## src/inc/itw_pkg.sv

```systemverilog
package itw_pkg;

    // ********************************
    // Register map, word offsets
    // ********************************
    localparam logic [2:0] OFS_STATUS = 3'h0;
    localparam logic [2:0] OFS_CONTROL = 3'h1;
    localparam logic [2:0] OFS_RELOAD_LO = 3'h2;
    localparam logic [2:0] OFS_RELOAD_HI = 3'h3;
    localparam logic [2:0] OFS_CAPTURE_LO = 3'h4;
    localparam logic [2:0] OFS_CAPTURE_HI = 3'h5;

    // ********************************
    // Field positions
    // ********************************
    localparam int BIT_TIMEOUT_FLAG = 0;
    localparam int BIT_RUNNING = 1;
    localparam int BIT_IRQ_ENABLE = 0;
    localparam int BIT_CONTINUOUS = 1;
    localparam int BIT_START = 2;
    localparam int BIT_STOP = 3;
    localparam int HALF_W = 16;

    // ********************************
    // Reset values
    // ********************************
    localparam logic [15:0] RST_RDATA = 16'h0000;
    localparam logic [31:0] RST_CAPTURE = 32'h0000_0000;

    // ********************************
    // Timing: watchdog timeout in ms at 8 ns clock
    // ********************************
    localparam int WDOG_TIMEOUT_MS = 1000;
    localparam int CLK_PERIOD_NS = 8;
    localparam int WDOG_CYCLES = WDOG_TIMEOUT_MS * 1000000 / CLK_PERIOD_NS;
    // Counter sits at zero for one cycle, so reload is one short
    localparam logic [31:0] WDOG_RELOAD = 32'(WDOG_CYCLES - 1);

    // ********************************
    // Types
    // ********************************
    typedef enum logic {
        ITW_STOPPED,
        ITW_RUNNING
    } itw_run_t;

    typedef struct packed {
        logic rd;
        logic wr;
        logic [2:0] addr;
        logic [15:0] wdata;
    } itw_bus_req_t;

    typedef struct packed {
        itw_run_t run;
        logic timeout_flag;
        logic interrupt_on_timeout_enable;
        logic continuous_select;
        logic [31:0] capture;
        logic [15:0] rdata;
        logic irq;
        logic reset_req;
    } itw_state_t;

    typedef struct packed {
        logic [31:0] count;
    } itw_cnt_state_t;

endpackage

```

## src/design/itw_watchdog.sv

```systemverilog
module itw_watchdog #(
    parameter logic [31:0] RELOAD_VALUE = itw_pkg::WDOG_RELOAD,
    parameter bit READABLE_CAPTURE = 1'b0
) (
    // Clock and reset
    input wire logic core_clk_in,
    input wire logic nrst_in,
    // Register port
    input wire itw_pkg::itw_bus_req_t bus_req_in,
    output logic [15:0] rdata_out,
    // Events
    output logic irq_out,
    output logic reset_req_out
);
    import itw_pkg::*;

    // ********************************
    // Counter
    // ********************************

    itw_state_t st;
    itw_state_t next_st;
    logic [31:0] count;
    logic zero;
    logic hit;
    logic wr_status;
    logic wr_control;
    logic wr_reload;
    logic wr_capture;
    logic rd;

    // Bus strobes per register
    assign rd = bus_req_in.rd;
    assign wr_status = bus_req_in.wr && bus_req_in.addr == OFS_STATUS;
    assign wr_control = bus_req_in.wr && bus_req_in.addr == OFS_CONTROL;
    assign wr_reload = bus_req_in.wr && (bus_req_in.addr == OFS_RELOAD_LO
        || bus_req_in.addr == OFS_RELOAD_HI);
    assign wr_capture = bus_req_in.wr && (bus_req_in.addr == OFS_CAPTURE_LO
        || bus_req_in.addr == OFS_CAPTURE_HI);

    // Timeout event: running counter sitting at zero
    assign hit = (st.run == ITW_RUNNING) && zero;

    itw_down_counter #(
        .RELOAD_VALUE(RELOAD_VALUE)
    ) u_counter (
        .core_clk_in(core_clk_in),
        .nrst_in(nrst_in),
        .run_in(st.run == ITW_RUNNING),
        .reload_in(wr_reload),
        .count_out(count),
        .zero_out(zero)
    );

    // ********************************
    // Control and status
    // ********************************

    // Next state of the register file and event outputs
    always_comb begin
        next_st = st;
        // Start only; stop bit has no effect so it can't be halted
        if (wr_control && bus_req_in.wdata[BIT_START]) begin
            next_st.run = ITW_RUNNING;
        end
        if (wr_control) begin
            next_st.interrupt_on_timeout_enable =
                bus_req_in.wdata[BIT_IRQ_ENABLE];
            next_st.continuous_select =
                bus_req_in.wdata[BIT_CONTINUOUS];
        end
        // Clear on status write with bit 0 clear, but a same-cycle timeout wins
        if (wr_status && !bus_req_in.wdata[BIT_TIMEOUT_FLAG]) begin
            next_st.timeout_flag = 1'b0;
        end
        if (hit) begin
            next_st.timeout_flag = 1'b1;
        end
        // Capture does not touch the counter itself
        if (wr_capture) begin
            next_st.capture = count;
        end
        next_st.reset_req = hit;
        next_st.irq = next_st.timeout_flag
            && next_st.interrupt_on_timeout_enable;
        // Registered read data, one cycle after the strobe
        next_st.rdata = RST_RDATA;
        if (rd) begin
            case (bus_req_in.addr)
                OFS_STATUS: begin
                    next_st.rdata[BIT_TIMEOUT_FLAG] = st.timeout_flag;
                    next_st.rdata[BIT_RUNNING] =
                        (st.run == ITW_RUNNING);
                end
                OFS_CONTROL: begin
                    next_st.rdata[BIT_IRQ_ENABLE] =
                        st.interrupt_on_timeout_enable;
                    next_st.rdata[BIT_CONTINUOUS] = st.continuous_select;
                end
                OFS_RELOAD_LO: begin
                    next_st.rdata = RELOAD_VALUE[HALF_W-1:0];
                end
                OFS_RELOAD_HI: begin
                    next_st.rdata = RELOAD_VALUE[2*HALF_W-1:HALF_W];
                end
                OFS_CAPTURE_LO: begin
                    // Hidden in the watchdog build, reads give zero
                    if (READABLE_CAPTURE) begin
                        next_st.rdata = st.capture[HALF_W-1:0];
                    end
                end
                OFS_CAPTURE_HI: begin
                    if (READABLE_CAPTURE) begin
                        next_st.rdata = st.capture[2*HALF_W-1:HALF_W];
                    end
                end
                default: begin
                    next_st.rdata = RST_RDATA;
                end
            endcase
        end
    end

    // State register; stopped after reset
    always_ff @(posedge core_clk_in or negedge nrst_in) begin
        if (!nrst_in) begin
            st.run <= ITW_STOPPED;
            st.timeout_flag <= 1'b0;
            st.interrupt_on_timeout_enable <= 1'b0;
            st.continuous_select <= 1'b0;
            st.capture <= RST_CAPTURE;
            st.rdata <= RST_RDATA;
            st.irq <= 1'b0;
            st.reset_req <= 1'b0;
        end else begin
            st <= next_st;
        end
    end

    // Outputs straight from flops
    assign rdata_out = st.rdata;
    assign irq_out = st.irq;
    assign reset_req_out = st.reset_req;
endmodule

```

## src/design/itw_down_counter.sv

```systemverilog
module itw_down_counter #(
    parameter logic [31:0] RELOAD_VALUE = 32'h0000_0000
) (
    // Clock and reset
    input wire logic core_clk_in,
    input wire logic nrst_in,
    // Control
    input wire logic run_in,
    input wire logic reload_in,
    // Count state
    output logic [31:0] count_out,
    output logic zero_out
);
    import itw_pkg::*;

    itw_cnt_state_t st;
    itw_cnt_state_t next_st;

    // Reload wins; at zero the counter wraps back to the period
    always_comb begin
        next_st = st;
        if (reload_in) begin
            next_st.count = RELOAD_VALUE;
        end else if (run_in) begin
            if (st.count == 32'h0000_0000) begin
                next_st.count = RELOAD_VALUE;
            end else begin
                next_st.count = st.count - 32'h0000_0001;
            end
        end
    end

    // State register
    always_ff @(posedge core_clk_in or negedge nrst_in) begin
        if (!nrst_in) begin
            st.count <= RELOAD_VALUE;
        end else begin
            st <= next_st;
        end
    end

    assign count_out = st.count;
    assign zero_out = (st.count == 32'h0000_0000);
endmodule

```

## config.mk

```make
export PLATFORM = sky130hd
export DESIGN_NAME = itw_watchdog
export DESIGN_NICKNAME = d
export VERILOG_FILES = /design/src/inc/itw_pkg.sv /design/src/design/itw_watchdog.sv /design/src/design/itw_down_counter.sv
export SDC_FILE = /design/constraint.sdc
export NUM_CORES = 1
export LEC_CHECK = 0
export BUFFER_PORTS_ARGS = -buffer_cell sky130_fd_sc_hd__buf_2
export CORE_ASPECT_RATIO = 1.4
export CORE_MARGIN = 2
export CORE_UTILIZATION = 55
export DETAILED_ROUTE_END_ITERATION = 8
export GPL_ROUTABILITY_DRIVEN = 0
export GPL_TIMING_DRIVEN = 0
export MAX_ROUTING_LAYER = met4
export PLACE_DENSITY = 0.9
export SLEW_MARGIN = 20
export SYNTH_ARGS = -nofsm -noshare
export SYNTH_HDL_FRONTEND = slang
export SYNTH_SLANG_ARGS = --single-unit
export TNS_END_PERCENT = 100
```

## constraint.sdc

```tcl
create_clock -name core_clk_in -period 4.2 [get_ports core_clk_in]
set_clock_uncertainty 0.2 [all_clocks]
set_input_delay 0.42 -clock core_clk_in [delete_from_list [all_inputs] [get_ports core_clk_in]]
set_output_delay 0.42 -clock core_clk_in [all_outputs]
set_load 0.01 [all_outputs]
```

==> summary.md, run 1 <==
| Metric | Value |
|---|---|
| Multiplexer share of the synthesized area | 1.02% |
| Crit. End Element | register |
| Worst Hold Class | input pin to async pin |
| Antenna diode count | 0 |
| CTS sink count | 43 |
| Peak supply drop | 311 uV |
| Setup Buffers After CTS | 0 |
| Crit-path max FO | 8 |
| Antenna Nets Post-Route | 0 |
| Type of origin of the critical path | register |
| Fillers | 316 |
| Max-cap violations | 0 |
| Root Buffer Master | clkbuf_8 |
| Fmax | 0.319 GHz |
| DRT iter0 DRCs | 32 |
| TritonCTS buffer count | 5 |
| Slowest CP cell | or4_4 |
| Pint | 0.660 mW |
| Area delta synth->final | 12.8% |
| Unrepaired setup endpoints after global routing | no |
| Register area share after synthesis | 49.9% |
| Final setup violation count | 0 |
| P_leak | 1.06 nW |
| CP cell instances | or4_4, or4_1, buf_2, or4_1, clkbuf_2, or4_1, a21oi_1 |
| Period utilization | 74.6% |
| Drt total wl | 4070 um |
| Global route overflow | 0 |
| Distinct cells, synth | 39 |
| WP data arrival | 3.16 ns |
| Max-slew headroom | 39.2% |
| First-pass GRT wire length | 7240 um |
| Part of the power in combinational logic | 12.8% |
| Max-slew violation count | 0 |
| Final hold violation count | 0 |
| Chip Height | 78.9 um |
| Post-route DRC | 0 |
| Effective utilization at floorplan | 56.7% |
| Synth Warn # | 0 |
| Clock insertion delay at the later pin of the skew report | 0.30 ns |
| Maximum number of pins on one net before global-route repair | 44 |
| Largest family of logic cells by synthesized area | simple AND/OR/NAND/NOR gates |
| Vias in the first global route | 1711 |
| Setup_tns | 0 ns |
| Cts hold-fix bufs | 0 |
| Nets | 282 |
| Period minus WS final | 3.13 ns |
| Clk pwr share | 32.4% |
| CP dominant cell by count | or4_1 |
| Row cnt | 27 |
| Area after DPL | 0.00238 mm2 |
| Clock Path Buffers | 2 |
| Register share of total power | 54.8% |
| Die Width | 57.5 um |
| PostCTS Resize Cnt | 0 |
| Core Area | 0.00388 mm2 |
| Total track usage | 21.3% |
| HPWL Detailed | 2950 um |
| Post-synthesis compound-gate area fraction | 5.28% |
| Routed via count | 1678 |
| Post-Synth XOR/XNOR Area | 10.7% |
| Pwr dens | 355 mW/mm2 |
| Layout cells sized above 1 | 28.6% |
| Worst Path Required | 4.22 ns |
| Num ports | 41 |
| Synth Area in Adders | 0.568% |
| Mapped cell area | 0.00220 mm2 |
| Layout Cell Area excl Fill | 0.00248 mm2 |
| FF+latch count, synth | 43 |
| H-tree depth | 2 |
| Mapped Avg Cell Area | 9.79 um2 |
| DIE AREA | 0.00454 mm2 |
| Switching portion of total power | 25.2% |
| Vias/cell | 5.56 |
| Sw Pwr | 0.223 mW |
| PortBufs | 24 |
| Synthesized instance count | 225 |
| Synth Area in Simple Gates | 24.9% |
| CTS tree | built |
| Slew at the pin closest to its max-slew limit | 0.912 ns |
| Max stage delay on crit path | 0.55 ns |
| Routed length per instance | 13.5 um |
| Clock-pin transition on the worst setup and hold timing paths | 0.08 ns |
| DR pass1 iterations | 4 |
| Initial antenna violation count | 0 |
| Crit Path Class | register to register |
| Outcome | finished, final reports clean |
cells by family (layout without fill, tap and decap cells):
group	count (synthesis)	in the layout
flops	43	43
xor+xnor	27	27
compound gates	18	18
other cells	1	3
simple gates	106	106
fa+ha+maj	1	1
mux	2	2
buf+inv	27	59
state kept, by name, indices dropped and copies added, names as in the netlist:
register	cells
rdata_out	5
u_counter.count_out	32
st	4
reset_req_out	1
irq_out	1
power by group through the flow:
stage / logic (mW) / clock network (mW) / registers, mW
2_1_floorplan: 0.0807 / 0 / 0.484
3_3_place_gp: 0.109 / 0 / 0.488
3_5_place_dp: 0.113 / 0 / 0.491
4_1_cts: 0.115 / 0.294 / 0.484
5_1_grt: 0.129 / 0.310 / 0.488
6_report: 0.113 / 0.286 / 0.483
placed cells by master, fill, tap and decap left out, drive strengths merged, types with 2 or more instances in the layout:
cell / synthesis / routed
a211oi: 2 / 2
a21o: 2 / 2
a21oi: 3 / 3
and2: 4 / 4
and3: 2 / 2
buf: 17 / 41
clkbuf: 6 / 14
conb: 1 / 3
dfrtp: 25 / 25
dfstp: 18 / 18
inv: 4 / 4
mux2: 2 / 2
nand2: 23 / 23
nand2b: 3 / 3
nand3: 5 / 5
nand3b: 2 / 2
nor2: 22 / 22
nor3: 13 / 13
nor4: 14 / 14
o211ai: 2 / 2
o21a: 2 / 2
o21ai: 5 / 5
or2: 3 / 3
or3: 5 / 5
or4: 4 / 4
xnor2: 21 / 21
xor2: 6 / 6
synthesized netlist by cell type, drive strengths merged:
| library cell | number | area share [%] |
|---|---|---|
| and4b | 1 | 0.45 |
| and2 | 4 | 1.1 |
| nor3 | 13 | 3.0 |
| a21oi | 3 | 0.68 |
| o21ai | 5 | 1.1 |
| nor2 | 22 | 3.7 |
| mux2 | 2 | 1.0 |
| dfrtp | 25 | 28 |
| or4 | 4 | 1.5 |
| conb | 1 | 0.17 |
| nor2b | 1 | 0.28 |
| nand3b | 2 | 0.68 |
| nor4 | 14 | 4.0 |
| or3 | 5 | 1.4 |
| nand3 | 5 | 1.1 |
| o211ai | 2 | 0.68 |
| or3b | 1 | 0.40 |
| xnor2 | 21 | 8.3 |
| nand2 | 23 | 3.9 |
| clkbuf | 6 | 1.1 |
| dfstp | 18 | 21 |
| xor2 | 6 | 2.4 |
| inv | 4 | 0.68 |
| nand4 | 1 | 0.28 |
| o2111ai | 1 | 0.40 |
| or2 | 3 | 0.85 |
| o31ai | 1 | 0.34 |
| nand2b | 3 | 0.85 |
| and3 | 2 | 0.57 |
| a21o | 2 | 0.68 |
| o21a | 2 | 0.68 |
| nor3b | 1 | 0.34 |
| ha | 1 | 0.57 |
| a211oi | 2 | 0.68 |
| buf | 17 | 5.7 |
| and3b | 1 | 0.40 |
stage by stage:
stage                     worst slack [ns]  util (%)  hold WS [ns]  instances  total power, mW
after floorplan                       1.26         -       -0.0756        227            0.565
after global placement                1.13      61.4         0.284        294            0.598
after detailed placement              1.13      61.4         0.290        294            0.604
after CTS                             1.08      64.0        0.0789        302            0.892
after global routing                 0.947      64.0         0.111        302            0.927
final                                 1.07      64.0        0.0454        302            0.882
worst paths after layout:
kind                                   startpoint                      end  slack, ns  cells past startpoint
setup / recovery           u_counter.count_out[6]  u_counter.count_out[29]       1.07                      7
hold / removal                            nrst_in                  irq_out       0.05                      1
setup reg to reg           u_counter.count_out[6]  u_counter.count_out[29]       1.07                      7
hold reg to reg                            st[50]                   st[50]       0.30                      1
max in group asynchronous                 nrst_in            rdata_out[12]       3.17                      1
min in group core_clk_in            bus_req_in[2]                   st[53]       0.13                      2
worst max-delay path, delay by kind of cell, from the launching register on:
kind | cells | cell delay (ns)
AOI/OAI and AO/OA | 1 | 0.15
buffers and inverters | 2 | 0.37
DFF | 1 | 0.42
and+or+nand+nor | 4 | 1.91
cell type report:
type / instances / area (um2) / share of cell area [%]
sequential: 43 / 1100 / 44.2
multi-input combinational: 157 / 948 / 38.2
timing repair buffer: 24 / 120 / 4.83
clock buffer: 8 / 100 / 4.03
inverter: 4 / 15.0 / 0.604
tap: 43 / 53.8 / 2.17
buffer: 23 / 149 / 5.99
metal layers:
layer  vias to the layer above  track usage, %  share of wire (%)  wire length [um]
met2                        34            35.5                 53              2150
li1                        816               -                  -                 -
met3                         9            5.70                2.9               117
met1                       819            22.4                 42              1700
met4                         0            11.9                2.6               106
met5                         -               -                  0                 0
Power figures use the tool's default switching activity.
==> run 2: changes to the inputs <==
clock period = 3.2 ns   (was 4.2 ns; I/O delays follow)
==> run 2 against run 1 <==
First-iteration DRC count is 50% higher. Maximum frequency is 0.55% higher. Worst setup slack worse by 0.98 ns. Final cell count is 0.66% higher. Design area is 0.96% higher. Combinational power is 32% higher. Largest power group unchanged. Utilization is 0.61 points higher. Flip-flop and latch count stayed put. Die area stayed put. Total power is 31% higher. Sequential power is 31% higher.
==> summary.md, run 2 (synthesized netlist as in run 1, its figures left out) <==
| Metric | Value |
|---|---|
| Outcome | finished, final reports clean |
| PortBufs | 24 |
| Crit-path max FO | 8 |
| Peak supply drop | 409 uV |
| Commonest cells after routing, fill and taps aside | buf_2, dfrtp_1, nand2_1 |
| Post-route DRC | 0 |
| Vias in the first global route | 1716 |
| Die Width | 57.5 um |
| Pwr dens | 462 mW/mm2 |
| Hold Path Sink | st[53] |
| Max-cap violations | 0 |
| Layout cells sized above 1 | 29.1% |
| Antenna Nets Post-Route | 0 |
| Routed length per instance | 13.4 um |
| WP data arrival | 3.15 ns |
| Max reg flops | 32 |
| Slew at the pin closest to its max-slew limit | 0.900 ns |
| Row cnt | 27 |
| Final setup violation count | 0 |
| Crit. End Element | register |
| H-tree depth | 2 |
| CTS tree | built |
| Crit Path Class | register to register |
| Num ports | 41 |
| Uppermost layer routed | met4 |
| Layout Cell Area excl Fill | 0.00251 mm2 |
| Final hold violation count | 0 |
| Worst Path Required | 3.23 ns |
| Maximum number of pins on one net before global-route repair | 44 |
| Type of origin of the critical path | register |
| Core Area | 0.00388 mm2 |
| Setup_tns | 0 ns |
| Chip Height | 78.9 um |
| DRT iter0 DRCs | 48 |
| Metal3 WL | 139 um |
| Hold Path Cell Cnt | 2 |
| Nets | 284 |
| Fillers | 310 |
| Initial antenna violation count | 0 |
| Clock-pin transition on the worst setup and hold timing paths | 0.08 ns |
| Hold Crit Start | bus_req_in[2] |
| Global route overflow | 0 |
| Total track usage | 21.4% |
| HPWL Detailed | 2950 um |
| Reg-to-reg setup timing slack | 0.09 ns |
| Period minus WS final | 3.11 ns |
| Worst r2r src | u_counter.count_out[6] |
| TritonCTS buffer count | 5 |
| DIE AREA | 0.00454 mm2 |
| Antenna diode count | 0 |
| First-pass GRT wire length | 7280 um |
| Effective utilization at floorplan | 56.7% |
| Worst Hold Class | input pin to register |
| Final Core Density | 64.6% |
| Reg-to-Reg End | u_counter.count_out[29] |
| Clock insertion delay at the later pin of the skew report | 0.30 ns |
| Routed via count | 1678 |
| Max-slew violation count | 0 |
| Area after DPL | 0.00238 mm2 |
| Fin cells | 304 |
| Vias/cell | 5.52 |
| Root Buffer Master | clkbuf_8 |
| Period utilization | 97.3% |
| P_leak | 1.07 nW |
| DR pass1 iterations | 4 |
| Post-Place Cells | 294 |
| Clock Path Buffers | 2 |
| Met2 Wirelength | 2140 um |
| Reg2reg path depth | 7 |
| Area delta synth->final | 13.9% |
| Max-slew headroom | 40.0% |
| M1 wire length | 1680 um |
| CTS sink count | 43 |
| Drt total wl | 4080 um |
| Fmax | 0.321 GHz |
[run 2: cell types whose count changed in the layout (fill, tap and decap cells not counted)]
cell | before | now
dlygate4sd3_1 | 0 | 1
clkbuf_2 | 1 | 0
a21oi_1 | 3 | 2
buf_4 | 16 | 18
a21oi_2 | 0 | 1
[run 2: power breakdown]
group	total (mW)	switching (mW)	internal [mW]	leakage, nW
logic	0.149	0.0819	0.0672	0.486
clock network	0.375	0.178	0.197	0.0515
registers	0.634	0.0317	0.603	0.529
total	1.16	0.292	0.867	1.07
[run 2: cell type report]
| class | count | area [um2] | share of cell area (%) |
|---|---|---|---|
| clock buffers | 8 | 100 | 3.99 |
| flip-flops and latches | 43 | 1100 | 43.8 |
| multi-input cells | 157 | 952 | 38.0 |
| inverters | 4 | 15.0 | 0.599 |
| repair buffers | 26 | 138 | 5.49 |
| well taps | 43 | 53.8 | 2.14 |
| plain buffers | 23 | 151 | 6.03 |
[run 2: worst max-delay path, cell delays in order, from the launching register on]
cell	delay (ns)
dfrtp_1	0.41
or4_4	0.55
or4_1	0.41
buf_4	0.18
or4_1	0.47
buf_2	0.17
or4_1	0.49
a21oi_2	0.15
[run 2: layer usage]
layer,up-vias,track usage [%]
met5,-,-
met4,0,11.9
met3,12,5.70
met2,34,35.7
met1,812,22.5
li1,820,-
[run 2: worst max path at each step]
stage,startpoint,end,cells past startpoint
floorplan,u_counter.count_out[6],u_counter.count_out[29],7
global placement,u_counter.count_out[6],u_counter.count_out[29],7
detailed placement,u_counter.count_out[6],u_counter.count_out[29],7
CTS,u_counter.count_out[6],u_counter.count_out[29],7
global route,u_counter.count_out[6],u_counter.count_out[29],7
finish,u_counter.count_out[6],u_counter.count_out[29],7
[run 2: timing repair]
action | CTS | global route
setup buffers | 0 | 1
hold buffers | 1 | 0
endpoints found under the hold margin | 25 | 0
setup endpoints to repair | 0 | 1
resized for setup | 0 | 4
[run 2: per-stage QoR]
| stage | hold slack, ns | total power, mW | setup slack (ns) |
|---|---|---|---|
| 2_1_floorplan | -0.176 | 0.741 | 0.256 |
| 3_3_place_gp | 0.284 | 0.784 | 0.127 |
| 3_5_place_dp | 0.290 | 0.792 | 0.132 |
| 4_1_cts | 0.0247 | 1.17 | 0.0825 |
| 5_1_grt | 0.0317 | 1.22 | -0.00760 |
| 6_report | 0.0276 | 1.16 | 0.0855 |
==> run 3: changes to the inputs <==
CTS_BUF_LIST = sky130_fd_sc_hd__clkbuf_16   (was not set)
==> run 3 against run 2 <==
First-iteration DRC count increased by 6.3%. Critical path type unchanged. Sequential share of layout area decreased by 0.65 points. Clock-buffer cell count decreased by 3. Non-clock buffer count unchanged. Combinational power about the same. Clock power increased by 26%. The run now ends with negative hold slack left. Register-to-register slack about the same. Via count increased by 2.0%. Flip-flop and latch count unchanged. Sequential power about the same. Wire length increased by 6.5%. Worst setup slack got worse by 0.0083 ns.
==> summary.md, run 3 (synthesized netlist as in run 1, its figures left out) <==
| Metric | Value |
|---|---|
| Outcome | complete, but fails checks |
| Violated checks | negative hold slack |
| H-tree depth | 2 |
| Chip Height | 78.9 um |
| Multi-input gate area | 956 um2 |
| Max-cap violations | 0 |
| First-pass GRT wire length | 7450 um |
| P_leak | 1.09 nW |
| Crit. End Element | register |
| Vias in the first global route | 1766 |
| Effective utilization at floorplan | 56.7% |
| CTS sink count | 43 |
| Pwr dens | 494 mW/mm2 |
| Layout cells sized above 1 | 29.1% |
| Die Width | 57.5 um |
| HPWL Detailed | 2950 um |
| Period minus WS final | 3.12 ns |
| CP cell instances | or4_4, or4_1, clkbuf_4, or4_1, buf_2, or4_4, a21oi_2 |
| WHS | -0.0298 ns |
| Initial antenna violation count | 0 |
| Final WS setup | 0.0772 ns |
| Slew at the pin closest to its max-slew limit | 0.911 ns |
| Vias/cell | 5.63 |
| Area delta synth->final | 15.6% |
| Antenna diode count | 0 |
| Max reg flops | 32 |
| Routed length per instance | 14.3 um |
| Maximum number of pins on one net before global-route repair | 44 |
| Drt total wl | 4340 um |
| Setup WS pre-CTS | 0.132 ns |
| DIE AREA | 0.00454 mm2 |
| Global route overflow | 0 |
| Clock Path Buffers | 2 |
| Max-slew violation count | 0 |
| Final Power | 1.26 mW |
| Max stage delay on crit path | 0.55 ns |
| Slowest CP cell | or4_4 |
| DRT iter0 DRCs | 51 |
| Crit Path Class | register to register |
| Post-route DRC | 0 |
| Routed via count | 1711 |
| Period utilization | 97.6% |
| Num ports | 41 |
| Nets | 284 |
| Total track usage | 21.6% |
| Antenna Nets Post-Route | 0 |
| Root Buffer Master | clkbuf_16 |
| Clock-pin transition on the worst setup and hold timing paths | 0.06 ns |
| Max-slew headroom | 39.3% |
| Crit-path leading delay family | simple AND/OR/NAND/NOR gates |
| Fmax | 0.320 GHz |
| WP buf/inv | 2 |
| WP data arrival | 3.14 ns |
| Clock insertion delay at the later pin of the skew report | 0.28 ns |
| Worst Path Required | 3.21 ns |
| TritonCTS buffer count | 5 |
| DR pass1 iterations | 4 |
| Commonest cells after routing, fill and taps aside | buf_2, dfrtp_1, nand2_1 |
| PortBufs | 24 |
| Peak supply drop | 508 uV |
| Crit-path max FO | 8 |
| Core Area | 0.00388 mm2 |
| Type of origin of the critical path | register |
| Final hold violation count | 25 |
| Fillers | 299 |
| Final setup violation count | 0 |
| Worst Hold Class | input pin to async pin |
| CTS tree | built |
| Register area | 0.00110 mm2 |
| Row cnt | 27 |
run 3: cell types whose count changed in the layout (fill, tap and decap cells not counted), sizes merged:
cell         previous run  this run
clkbuf                 13        11
inv                     4         5
clkinv                  0         2
dlygate4sd3             1         0
run 3: final cells by class:
class	count	share of cell area, %
Buffer	23	5.95
Clock inverter	3	0.442
Timing Repair Buffer	26	5.31
Multi-Input combinational cell	157	37.5
Tap cell	43	2.11
Clock buffer	5	4.91
Inverter	4	0.590
Sequential cell	43	43.1
run 3: path summary, 6_finish.rpt:
kind                                              from                       to  slack (ns)  cells past startpoint
worst max-delay path            u_counter.count_out[6]  u_counter.count_out[29]        0.08                      7
worst min-delay path                           nrst_in                  irq_out       -0.03                      1
worst max register to register  u_counter.count_out[6]  u_counter.count_out[29]        0.08                      7
worst min register to register                  st[50]                   st[50]        0.30                      1
max in group asynchronous                      nrst_in   u_counter.count_out[7]        2.26                      1
min in group core_clk_in                 bus_req_in[2]                   st[53]        0.05                      2
run 3: metal layers:
metal | global-route usage (%) | up-vias | part of all wire [%]
li1 | - | 822 | -
met1 | 23.0 | 828 | 39
met2 | 37.0 | 51 | 54
met3 | 4.56 | 10 | 4.4
met4 | 11.4 | 0 | 2.5
met5 | - | - | 0
run 3: power breakdown:
group	internal, mW	switching (mW)
Sequential	0.604	0.0321
Clock	0.280	0.192
Combinational	0.0665	0.0824
Total	0.951	0.306
run 3: stage by stage:
step	cells	hold slack (ns)	util, %	cell area [um2]	setup TNS, ns
4_1_cts	302	0.00105	64.9	2520	0
2_1_floorplan	227	-0.176	-	2210	0
3_3_place_gp	294	0.284	61.4	2380	0
6_report	304	-0.0298	65.5	2550	0
3_5_place_dp	294	0.290	61.4	2380	0
5_1_grt	304	0.0481	65.5	2550	-0.00481
run 3: worst reg2reg max path: stages (launching register included):
cell      delay (ns)
dfrtp_1         0.40
or4_4           0.55
or4_1           0.41
clkbuf_4        0.19
or4_1           0.47
buf_2           0.18
or4_4           0.50
a21oi_2         0.15
run 3: what timing repair did:
| item | in CTS | in global routing |
|---|---|---|
| resized for setup | 0 | 4 |
| buffers inserted | 0 | 2 |
| hold buffers | 0 | 0 |
| setup endpoints to repair | 0 | 1 |
